$ cat config.mk
export PLATFORM = sky130hd
export DESIGN_NAME = eirq_regs
export DESIGN_NICKNAME = d
export VERILOG_FILES = /design/src/rtl/eirq_pkg.sv /design/src/rtl/eirq_regs.sv
export SDC_FILE = /design/constraint.sdc
export NUM_CORES = 1
export LEC_CHECK = 0
export CORE_MARGIN = 5
export CORE_UTILIZATION = 49
export CTS_BUF_LIST = sky130_fd_sc_hd__clkbuf_4 sky130_fd_sc_hd__clkbuf_8 sky130_fd_sc_hd__clkbuf_16
export DETAILED_ROUTE_END_ITERATION = 10
export DONT_BUFFER_PORTS = 1
export HOLD_SLACK_MARGIN = 0.05
export PLACE_DENSITY = 0.74
export SYNTH_ARGS = -nofsm -noshare
export SYNTH_HDL_FRONTEND = slang
export SYNTH_SLANG_ARGS = --single-unit
$ cat constraint.sdc
create_clock -name aclk -period 2 [get_ports aclk]
set_input_delay 0.5 -clock aclk [delete_from_list [all_inputs] [get_ports aclk]]
set_output_delay 0.5 -clock aclk [all_outputs]
set_load 0.02 [all_outputs]
$ cat src/rtl/eirq_pkg.sv
// eirq_pkg: register map, field layout, reset values and codes for the external interrupt unit.
// assumes a 32-bit AXI4-Lite register bus and one word per register at four times its index.
package eirq_pkg;
  // bus geometry
  localparam int ADDR_W = 8;
  localparam int DATA_W = 32;
  localparam int LINES = 8;
  // printed register indices; byte address is four times the index
  localparam logic [7:0] IDX_NMI_SENSE = 8'h02;
  localparam logic [7:0] IDX_NMI_FLAG = 8'h03;
  localparam logic [7:0] IDX_EVT_OUT_EN = 8'h04;
  localparam logic [7:0] IDX_EN_CLEAR = 8'h08;
  localparam logic [7:0] IDX_EN_SET = 8'h0C;
  localparam logic [7:0] IDX_LINE_FLAGS = 8'h10;
  // field positions
  localparam int NMI_BIT = 0;
  localparam int SENSE_W = 3;
  // reset values
  localparam logic [7:0] RST_BYTE = 8'h00;
  localparam logic [2:0] RST_SENSE = 3'h0;
  // axi responses
  localparam logic [1:0] RESP_OKAY = 2'h0;
  localparam logic [1:0] RESP_SLVERR = 2'h2;
  // sense codes
  typedef enum logic [2:0] {
    EIRQ_SENSE_NONE = 3'b000,
    EIRQ_SENSE_RISE = 3'b001,
    EIRQ_SENSE_FALL = 3'b010,
    EIRQ_SENSE_BOTH = 3'b011,
    EIRQ_SENSE_HIGH = 3'b100,
    EIRQ_SENSE_LOW = 3'b101
  } eirq_sense_t;
  // decoded register select
  typedef enum logic [2:0] {
    EIRQ_SEL_NONE = 3'b000,
    EIRQ_SEL_SENSE = 3'b001,
    EIRQ_SEL_NMI = 3'b010,
    EIRQ_SEL_EVOE = 3'b011,
    EIRQ_SEL_CLR = 3'b100,
    EIRQ_SEL_SET = 3'b101,
    EIRQ_SEL_FLAGS = 3'b110
  } eirq_sel_t;
endpackage

$ cat src/rtl/eirq_regs.sv
// eirq_regs: flag, enable and event-gating core of the external interrupt unit with an AXI4-Lite slave.
// assumes line detectors upstream deliver one-cycle detection pulses and the nmi pin is synchronous to aclk.
`timescale 1ns/1ps
module eirq_regs (
  // clock and reset
  input wire logic aclk,
  input wire logic aresetn,
  // axi4-lite write address
  input wire logic awvalid,
  output logic awready,
  input wire logic [7:0] awaddr,
  input wire logic [2:0] awprot,
  // axi4-lite write data
  input wire logic wvalid,
  output logic wready,
  input wire logic [31:0] wdata,
  input wire logic [3:0] wstrb,
  // axi4-lite write response
  output logic bvalid,
  input wire logic bready,
  output logic [1:0] bresp,
  // axi4-lite read address
  input wire logic arvalid,
  output logic arready,
  input wire logic [7:0] araddr,
  input wire logic [2:0] arprot,
  // axi4-lite read data
  output logic rvalid,
  input wire logic rready,
  output logic [31:0] rdata,
  output logic [1:0] rresp,
  // pins and detectors
  input wire logic nmi_pin,
  input wire logic [7:0] line_detect,
  // interrupt and event outputs
  output logic irq,
  output logic nmi_irq,
  output logic [7:0] line_event
);
  // register state
  logic [2:0] nmi_sense_r; // nonmaskable_sense_sel
  logic nmi_flag_r; // nonmaskable_irq_flag bit
  logic [7:0] evoe_r; // line_event_out_en vector
  logic [7:0] irq_en_r; // shared enable behind clear and set
  logic [7:0] flags_r; // line_irq_flags
  logic nmi_prev_r; // last nmi pin sample for edges
  // bus state
  logic awready_r, wready_r, bvalid_r, arready_r, rvalid_r;
  logic [1:0] bresp_r, rresp_r;
  logic [31:0] rdata_r;
  logic [7:0] awaddr_r;
  logic [7:0] wdata_r;
  logic wstrb0_r;
  // output flops
  logic irq_r, nmi_irq_r;
  logic [7:0] line_event_r;
  // decoded write and nmi detection
  logic wr_go;
  eirq_pkg::eirq_sel_t wsel;
  logic nmi_det;
  logic wr_byte;

  // address decode shared by read and write; low two bits must be zero
  function automatic eirq_pkg::eirq_sel_t reg_sel(input logic [7:0] a);
    eirq_pkg::eirq_sel_t s;
    s = eirq_pkg::EIRQ_SEL_NONE;
    if (a[1:0] == 2'h0) begin
      if (a[7:2] == eirq_pkg::IDX_NMI_SENSE[5:0]) s = eirq_pkg::EIRQ_SEL_SENSE;
      else if (a[7:2] == eirq_pkg::IDX_NMI_FLAG[5:0]) s = eirq_pkg::EIRQ_SEL_NMI;
      else if (a[7:2] == eirq_pkg::IDX_EVT_OUT_EN[5:0]) s = eirq_pkg::EIRQ_SEL_EVOE;
      else if (a[7:2] == eirq_pkg::IDX_EN_CLEAR[5:0]) s = eirq_pkg::EIRQ_SEL_CLR;
      else if (a[7:2] == eirq_pkg::IDX_EN_SET[5:0]) s = eirq_pkg::EIRQ_SEL_SET;
      else if (a[7:2] == eirq_pkg::IDX_LINE_FLAGS[5:0]) s = eirq_pkg::EIRQ_SEL_FLAGS;
    end
    return s;
  endfunction

  // write fires once both address and data are held and no response is pending
  assign wr_go = !awready_r && !wready_r && !bvalid_r;
  assign wsel = reg_sel(awaddr_r);
  // only byte lane 0 carries register bits; other lanes are ignored
  assign wr_byte = wr_go && wstrb0_r;

  // nmi sense decode; reserved codes detect nothing
  always_comb begin
    nmi_det = 1'b0;
    unique case (nmi_sense_r)
      eirq_pkg::EIRQ_SENSE_NONE: nmi_det = 1'b0;
      eirq_pkg::EIRQ_SENSE_RISE: nmi_det = nmi_pin && !nmi_prev_r;
      eirq_pkg::EIRQ_SENSE_FALL: nmi_det = !nmi_pin && nmi_prev_r;
      eirq_pkg::EIRQ_SENSE_BOTH: nmi_det = nmi_pin ^ nmi_prev_r;
      eirq_pkg::EIRQ_SENSE_HIGH: nmi_det = nmi_pin;
      eirq_pkg::EIRQ_SENSE_LOW: nmi_det = !nmi_pin;
      default: nmi_det = 1'b0;
    endcase
  end

  // pin history for edge sensing
  always_ff @(posedge aclk) begin
    if (!aresetn) nmi_prev_r <= 1'b0;
    else nmi_prev_r <= nmi_pin;
  end

  // write address channel: take once, release after the response is taken
  always_ff @(posedge aclk) begin
    if (!aresetn) begin
      awready_r <= 1'b1;
      awaddr_r <= eirq_pkg::RST_BYTE;
    end else if (awvalid && awready_r) begin
      awready_r <= 1'b0;
      awaddr_r <= awaddr;
    end else if (bvalid_r && bready) begin
      awready_r <= 1'b1;
    end
  end

  // write data channel: independent of the address, either may come first
  always_ff @(posedge aclk) begin
    if (!aresetn) begin
      wready_r <= 1'b1;
      wdata_r <= eirq_pkg::RST_BYTE;
      wstrb0_r <= 1'b0;
    end else if (wvalid && wready_r) begin
      wready_r <= 1'b0;
      wdata_r <= wdata[7:0]; // upper lanes hold no bits
      wstrb0_r <= wstrb[0];
    end else if (bvalid_r && bready) begin
      wready_r <= 1'b1;
    end
  end

  // write response; unmapped addresses answer slverr and change nothing
  always_ff @(posedge aclk) begin
    if (!aresetn) begin
      bvalid_r <= 1'b0;
      bresp_r <= eirq_pkg::RESP_OKAY;
    end else if (wr_go) begin
      bvalid_r <= 1'b1;
      bresp_r <= (wsel == eirq_pkg::EIRQ_SEL_NONE) ? eirq_pkg::RESP_SLVERR : eirq_pkg::RESP_OKAY;
    end else if (bvalid_r && bready) begin
      bvalid_r <= 1'b0;
    end
  end

  // plain read-write configuration registers
  always_ff @(posedge aclk) begin
    if (!aresetn) begin
      nmi_sense_r <= eirq_pkg::RST_SENSE;
      evoe_r <= eirq_pkg::RST_BYTE;
    end else if (wr_byte) begin
      if (wsel == eirq_pkg::EIRQ_SEL_SENSE) nmi_sense_r <= wdata_r[eirq_pkg::SENSE_W-1:0];
      if (wsel == eirq_pkg::EIRQ_SEL_EVOE) evoe_r <= wdata_r;
    end
  end

  // shared enable vector: clear and set are two windows onto it, no read-modify-write needed
  always_ff @(posedge aclk) begin
    if (!aresetn) irq_en_r <= eirq_pkg::RST_BYTE;
    else if (wr_byte && wsel == eirq_pkg::EIRQ_SEL_CLR) irq_en_r <= irq_en_r & ~wdata_r;
    else if (wr_byte && wsel == eirq_pkg::EIRQ_SEL_SET) irq_en_r <= irq_en_r | wdata_r;
  end

  // nmi flag: a detection in the clearing cycle wins so no event is lost
  always_ff @(posedge aclk) begin
    if (!aresetn) nmi_flag_r <= 1'b0;
    else if (nmi_det) nmi_flag_r <= 1'b1;
    else if (wr_byte && wsel == eirq_pkg::EIRQ_SEL_NMI && wdata_r[eirq_pkg::NMI_BIT]) nmi_flag_r <= 1'b0;
  end

  // line flags: write-one-to-clear, set wins over clear per bit
  always_ff @(posedge aclk) begin
    if (!aresetn) flags_r <= eirq_pkg::RST_BYTE;
    else if (wr_byte && wsel == eirq_pkg::EIRQ_SEL_FLAGS) flags_r <= (flags_r & ~wdata_r) | line_detect;
    else flags_r <= flags_r | line_detect;
  end

  // request outputs; one cycle behind the flags so the ports come from flops
  always_ff @(posedge aclk) begin
    if (!aresetn) begin
      irq_r <= 1'b0;
      nmi_irq_r <= 1'b0;
    end else begin
      irq_r <= |(flags_r & irq_en_r);
      nmi_irq_r <= nmi_flag_r; // no enable gating
    end
  end

  // event outputs: one pulse per detection, gated by the per-line enable
  always_ff @(posedge aclk) begin
    if (!aresetn) line_event_r <= eirq_pkg::RST_BYTE;
    else line_event_r <= line_detect & evoe_r;
  end

  // read channel: one read at a time, data latched at address acceptance
  always_ff @(posedge aclk) begin
    if (!aresetn) begin
      arready_r <= 1'b1;
      rvalid_r <= 1'b0;
      rdata_r <= '0;
      rresp_r <= eirq_pkg::RESP_OKAY;
    end else if (arvalid && arready_r) begin
      arready_r <= 1'b0;
      rvalid_r <= 1'b1;
      rresp_r <= eirq_pkg::RESP_OKAY;
      rdata_r <= '0; // unused bits stay zero
      unique case (reg_sel(araddr))
        eirq_pkg::EIRQ_SEL_SENSE: rdata_r[eirq_pkg::SENSE_W-1:0] <= nmi_sense_r;
        eirq_pkg::EIRQ_SEL_NMI: rdata_r[eirq_pkg::NMI_BIT] <= nmi_flag_r;
        eirq_pkg::EIRQ_SEL_EVOE: rdata_r[7:0] <= evoe_r;
        eirq_pkg::EIRQ_SEL_CLR: rdata_r[7:0] <= irq_en_r;
        eirq_pkg::EIRQ_SEL_SET: rdata_r[7:0] <= irq_en_r;
        eirq_pkg::EIRQ_SEL_FLAGS: rdata_r[7:0] <= flags_r;
        eirq_pkg::EIRQ_SEL_NONE: rresp_r <= eirq_pkg::RESP_SLVERR;
        default: rresp_r <= eirq_pkg::RESP_SLVERR;
      endcase
    end else if (rvalid_r && rready) begin
      rvalid_r <= 1'b0;
      arready_r <= 1'b1;
    end
  end

  // port drive
  assign awready = awready_r;
  assign wready = wready_r;
  assign bvalid = bvalid_r;
  assign bresp = bresp_r;
  assign arready = arready_r;
  assign rvalid = rvalid_r;
  assign rdata = rdata_r;
  assign rresp = rresp_r;
  assign irq = irq_r;
  assign nmi_irq = nmi_irq_r;
  assign line_event = line_event_r;

  // a detection always leaves the nmi flag set next cycle
  nmi_set_a: assert property (@(posedge aclk) disable iff (!aresetn)
    nmi_det |=> nmi_flag_r) else $error("nmi flag not set after detection");

  // a one written to the flag with no detection clears it
  nmi_clear_a: assert property (@(posedge aclk) disable iff (!aresetn)
    (wr_byte && wsel == eirq_pkg::EIRQ_SEL_NMI && wdata_r[0] && !nmi_det) |=> !nmi_flag_r)
    else $error("nmi flag not cleared by write one");

  // bits 31:8 of every read word are zero
  rsv_zero_a: assert property (@(posedge aclk) disable iff (!aresetn)
    rvalid_r |-> (rdata_r[31:8] == 24'h000000)) else $error("unused read bits not zero");

  // events follow detections only on enabled lines
  event_gate_a: assert property (@(posedge aclk) disable iff (!aresetn)
    ##1 line_event_r == ($past(line_detect) & $past(evoe_r))) else $error("event gating wrong");

  // clear window drops exactly the written ones
  en_clear_a: assert property (@(posedge aclk) disable iff (!aresetn)
    (wr_byte && wsel == eirq_pkg::EIRQ_SEL_CLR) |=> irq_en_r == ($past(irq_en_r) & ~$past(wdata_r)))
    else $error("enable clear wrong");

  // set window adds exactly the written ones
  en_set_a: assert property (@(posedge aclk) disable iff (!aresetn)
    (wr_byte && wsel == eirq_pkg::EIRQ_SEL_SET) |=> irq_en_r == ($past(irq_en_r) | $past(wdata_r)))
    else $error("enable set wrong");

  // both windows read the shared vector
  en_read_a: assert property (@(posedge aclk) disable iff (!aresetn)
    (arvalid && arready_r && (reg_sel(araddr) == eirq_pkg::EIRQ_SEL_CLR || reg_sel(araddr) == eirq_pkg::EIRQ_SEL_SET))
    |=> rdata_r[7:0] == $past(irq_en_r)) else $error("enable read mismatch");

  // interrupt line tracks enabled flags one cycle late
  line_irq_a: assert property (@(posedge aclk) disable iff (!aresetn)
    ##1 irq_r == $past(|(flags_r & irq_en_r))) else $error("irq does not match enabled flags");

  // rising sense catches a low to high pin step
  sense_rise_a: assert property (@(posedge aclk) disable iff (!aresetn)
    (nmi_sense_r == eirq_pkg::EIRQ_SENSE_RISE && $rose(nmi_pin)) |-> nmi_det) else $error("rise sense missed");

  // nmi request high once the flag has stayed set two cycles
  nmi_hold_a: assert property (@(posedge aclk) disable iff (!aresetn)
    nmi_flag_r [*2] |-> nmi_irq_r) else $error("nmi request dropped while flag set");

  // a set flag raises the request at the next edge, whatever the line enables say
  nmi_req_set_a: assert property (@(posedge aclk) disable iff (!aresetn)
    nmi_flag_r |=> nmi_irq_r) else $error("nmi request not raised");
  // the request is a level, so it must also fall once the flag is gone

  // a cleared flag lets the request go one cycle later
  nmi_req_drop_a: assert property (@(posedge aclk) disable iff (!aresetn)
    !nmi_flag_r |=> !nmi_irq_r) else $error("nmi request held without flag");
  // without this a stuck request would still pass the hold check above

  // a zero in bit 0 never clears a set flag
  nmi_keep_a: assert property (@(posedge aclk) disable iff (!aresetn)
    (wr_byte && wsel == eirq_pkg::EIRQ_SEL_NMI && !wdata_r[eirq_pkg::NMI_BIT] && nmi_flag_r) |=> nmi_flag_r)
    else $error("nmi flag lost on zero write");

  // nmi flag reads back with bits 31:1 at zero
  nmi_read_zero_a: assert property (@(posedge aclk) disable iff (!aresetn)
    (arvalid && arready_r && reg_sel(araddr) == eirq_pkg::EIRQ_SEL_NMI) |=> (rdata_r[31:1] == 31'h00000000))
    else $error("nmi flag read has unused bits set");

  // disabled lines never emit an event
  event_off_a: assert property (@(posedge aclk) disable iff (!aresetn)
    ((line_detect & ~evoe_r) != 8'h00) |=> ((line_event_r & ~$past(evoe_r)) == 8'h00))
    else $error("event on disabled line");

  // the enable vector moves only through its two windows
  en_hold_a: assert property (@(posedge aclk) disable iff (!aresetn)
    !(wr_byte && (wsel == eirq_pkg::EIRQ_SEL_CLR || wsel == eirq_pkg::EIRQ_SEL_SET)) |=> $stable(irq_en_r))
    else $error("enable vector changed without a write");

  // every detection leaves its flag set next cycle, masked or not
  flag_set_a: assert property (@(posedge aclk) disable iff (!aresetn)
    (line_detect != 8'h00) |=> ((flags_r & $past(line_detect)) == $past(line_detect)))
    else $error("line flag not set by detection");

  // flags are sticky until software writes the flag register
  flag_sticky_a: assert property (@(posedge aclk) disable iff (!aresetn)
    !(wr_byte && wsel == eirq_pkg::EIRQ_SEL_FLAGS) |=> ((flags_r & $past(flags_r)) == $past(flags_r)))
    else $error("line flag lost without clear");

  // no detection with sense off or a reserved code
  sense_none_a: assert property (@(posedge aclk) disable iff (!aresetn)
    (nmi_sense_r == eirq_pkg::EIRQ_SENSE_NONE || nmi_sense_r[2:1] == 2'b11) |-> !nmi_det)
    else $error("nmi detected with sense off");

  // high-level sense follows the pin level every cycle
  sense_high_a: assert property (@(posedge aclk) disable iff (!aresetn)
    (nmi_sense_r == eirq_pkg::EIRQ_SENSE_HIGH) |-> (nmi_det == nmi_pin))
    else $error("high level sense wrong");
  // level senses keep setting the flag, so software must change the sense before a clear sticks
endmodule

==> results by group <==
Outcome
  – Status: finished, final reports clean

Timing
  – Final setup fails: 0
  – Final hold vios: 0
  – Final slew viol count: 0
  – Slew headroom: 0.660
  – Clk_skew: 0.00640 ns
  – Highest clock rate: 513 MHz
  – Fin crit share: 0.974
  – Slew at the pin closest to its max-slew limit: 0.506 ns
  – Period minus WS final: slightly below 2 ns
  – RSZ-0062 raised after global routing: yes

Die
  – Die width: 92.0 microns
  – Initial core utilization: 0.510
  – Chip height: slightly above 90 microns
  – Site row count: 29
  – Die area: 0.00846 sq mm
  – Core area: 0.00646 sq mm
  – Io pins: 125

Drt
  – TritonRoute pass-1 iters: 4
  – DRC viols: 0
  – DR vias/cell: ~5.6
  – Routed Antenna Nets: 0
  – DRT iter0 DRCs: 202
  – Routed len/inst: 15.8 microns
  – Routed WL: 7470 microns
  – Vias: 2670

Layout
  – Area growth, synth to finish: 8.09%
  – Commonest non-fill, non-tap cell in the layout: dfxtp_1
  – Final Net Count: roughly 470
  – Most frequent cells in the layout: dfxtp_1, nand2_1, a21oi_1
  – ANT cells: 0
  – Final instance area: 0.00356 sq mm
  – Final-layout fill cell count: between 500 and 600
  – Share of cells above drive strength 1: 0.121

CTS
  – H-tree depth: 3
  – Clk_lat worst skew: 0.35 ns
  – CTS Root Cell: clkbuf_8
  – CTS tree: done
  – Hold buffers post-CTS: 0
  – CTS clk-pin slew, worst paths: 0.08 ns
  – Clock sink count: 71
  – Max clock buf depth: 2
  – CTS Buf Count: 9

Flow run
  – Total of max-cap violations: 0

Power and ir drop
  – Power, Total: about 3 mW
  – Peak supply drop: 508 uV
  – Pleak: about 1.4 nW
  – P per Cell Area: 837 mW/mm^2

Global routing
  – First-pass GRT wire length: approximately 12000 microns
  – Global route overflow: 0
  – Number of global-route vias before repair: 2551
  – Largest net degree at the start of global routing: 35
  – Initial antenna violation count: 0
  – Global Route Usage Sum: 0.181

Worst setup path
  – Crit. End Element: flip-flop
  – Setup CP Type: flip-flop to flip-flop
  – Data required, critical path: 2.24 ns
  – Max Fanout on Critical Path: 8
  – WP data arrival: 2.18 ns
  – Reg2Reg Setup Slack: 0.05 ns
  – Crit path launch type: flip-flop

Logic synthesis
  – Synth Area in Adders: 0.00760
  – Async SR Flop Fraction: 0
  – Synth warn: 0
  – Post-synthesis cell area: between 0.003 and 0.004 sq mm
  – Avg Inst Size Synth: around 8.6 sq um
  – Top FF cell, synth: dfxtp_1
  – Flops & latches, synth: 71
  – Sequential element share of the synthesized area: 0.431
  – Compound-Gate Fraction of Synth Area: 0.191
  – Mux cell area share after synthesis: 0.0532
  – Synth cell types: 55
  – EDFF count, synth: 0
  – Post-Synth Simple-Gate Area: 0.205
  – Post-synthesis xor/xnor area fraction: 0.0106
  – Main combinational cell family by area after synthesis: simple AND/OR/NAND/NOR gates
  – Cells after synthesis: ~380

Place
  – IO Port Bufs: 0
  – Gpl congestion: 0.823
  – Area after DPL: 0.00332 sq mm
  – Post-detail-place hpwl: approximately 5400 microns

Hold path
  – Hold Crit Class: primary input to flip-flop
area by class of cell:
cell class                      count  area [sq um]  share of cell area
Clock inverter                      6          68.8              0.0193
Sequential cell                    71          1420               0.400
Timing Repair Buffer               14           118              0.0330
Multi-Input combinational cell    280          1660               0.467
Clock buffer                       10           138              0.0387
Inverter                           15          56.3              0.0158
Tap cell                           77          96.3              0.0271
cell usage after synthesis, types with 2 or more instances:
cell	count	area, sq um
clkbuf_1	9	33.8
dfxtp_1	71	1420
and3_1	14	87.6
nand2_1	51	191
and2_1	4	25.0
nor2_1	23	86.3
o22ai_1	5	31.3
nor2b_1	3	18.8
a22oi_1	9	67.6
a21oi_1	44	220
a31o_1	8	70.1
ha_1	2	25.0
inv_1	14	52.6
nor3_1	10	50.1
o21ai_0	17	85.1
xnor2_1	3	26.3
nand2b_1	2	12.5
a31oi_1	8	50.1
buf_4	27	203
a32oi_1	2	17.5
nor4bb_1	2	20.0
mux2i_1	13	130
nor4_1	2	12.5
nor3_2	2	20.0
buf_2	4	20.0
mux2_2	4	45.0
nor3b_1	2	15.0
metal layers:
metal  up-vias  GRT usage  wire length, microns
met5         -          0                     0
met4         0     0.0520                    74
met3         8     0.0712                   627
met2       106      0.274                  3300
met1      1229      0.239                  3470
li1       1327          -                     -
logic make-up (layout without fill, tap and decap cells):
kind of cell	after synthesis	count (layout)
flip-flops	71	71
buffers and inverters	57	45
AND/OR/NAND/NOR	128	128
other	1	26
XOR/XNOR	4	4
AO/OA/AOI/OAI	103	103
multiplexers	17	17
adder cells (fa/ha/maj)	2	2
power breakdown:
part	internal [mW]	switching (mW)	leakage (nW)
sequential	1.46	0.0656	0.580
clock	0.613	0.572	0.0912
combinational	0.0962	0.174	0.746
total	2.17	0.812	1.42
through the flow:
stage	cells	worst slack [ns]	hold WS (ns)	setup TNS, ns	util
after floorplan	408	0.104	0.445	0	-
after global placement	456	0.0885	0.461	0	0.515
after detailed placement	456	0.0680	0.471	0	0.515
after CTS	472	0.0609	0.214	0	0.546
after global routing	473	-0.0531	0.217	-0.200	0.551
final	473	0.0518	0.232	0	0.551
critical path: stages (launching register included):
cell and delay, ns:
dfxtp_1 0.32, or4_4 0.55, or2_4 0.26, nor4b_4 0.26
buf_12 0.18, mux2i_2 0.21, nor2_1 0.05
final timing paths:
| check | to | start | cells past startpoint |
|---|---|---|---|
| setup / recovery | evoe_r[5] | awaddr_r[7] | 6 |
| hold reg to reg | awaddr_r[0] | awaddr_r[0] | 2 |
| setup reg to reg | evoe_r[5] | awaddr_r[7] | 6 |
| hold / removal | arready | aresetn | 1 |
what timing repair did:
item                       in CTS  in global routing
setup endpoints to repair       0                 24
gates resized for setup         0                  6
setup buffers                   0                  1
No activity file was read; power rests on OpenSTA's default activity.
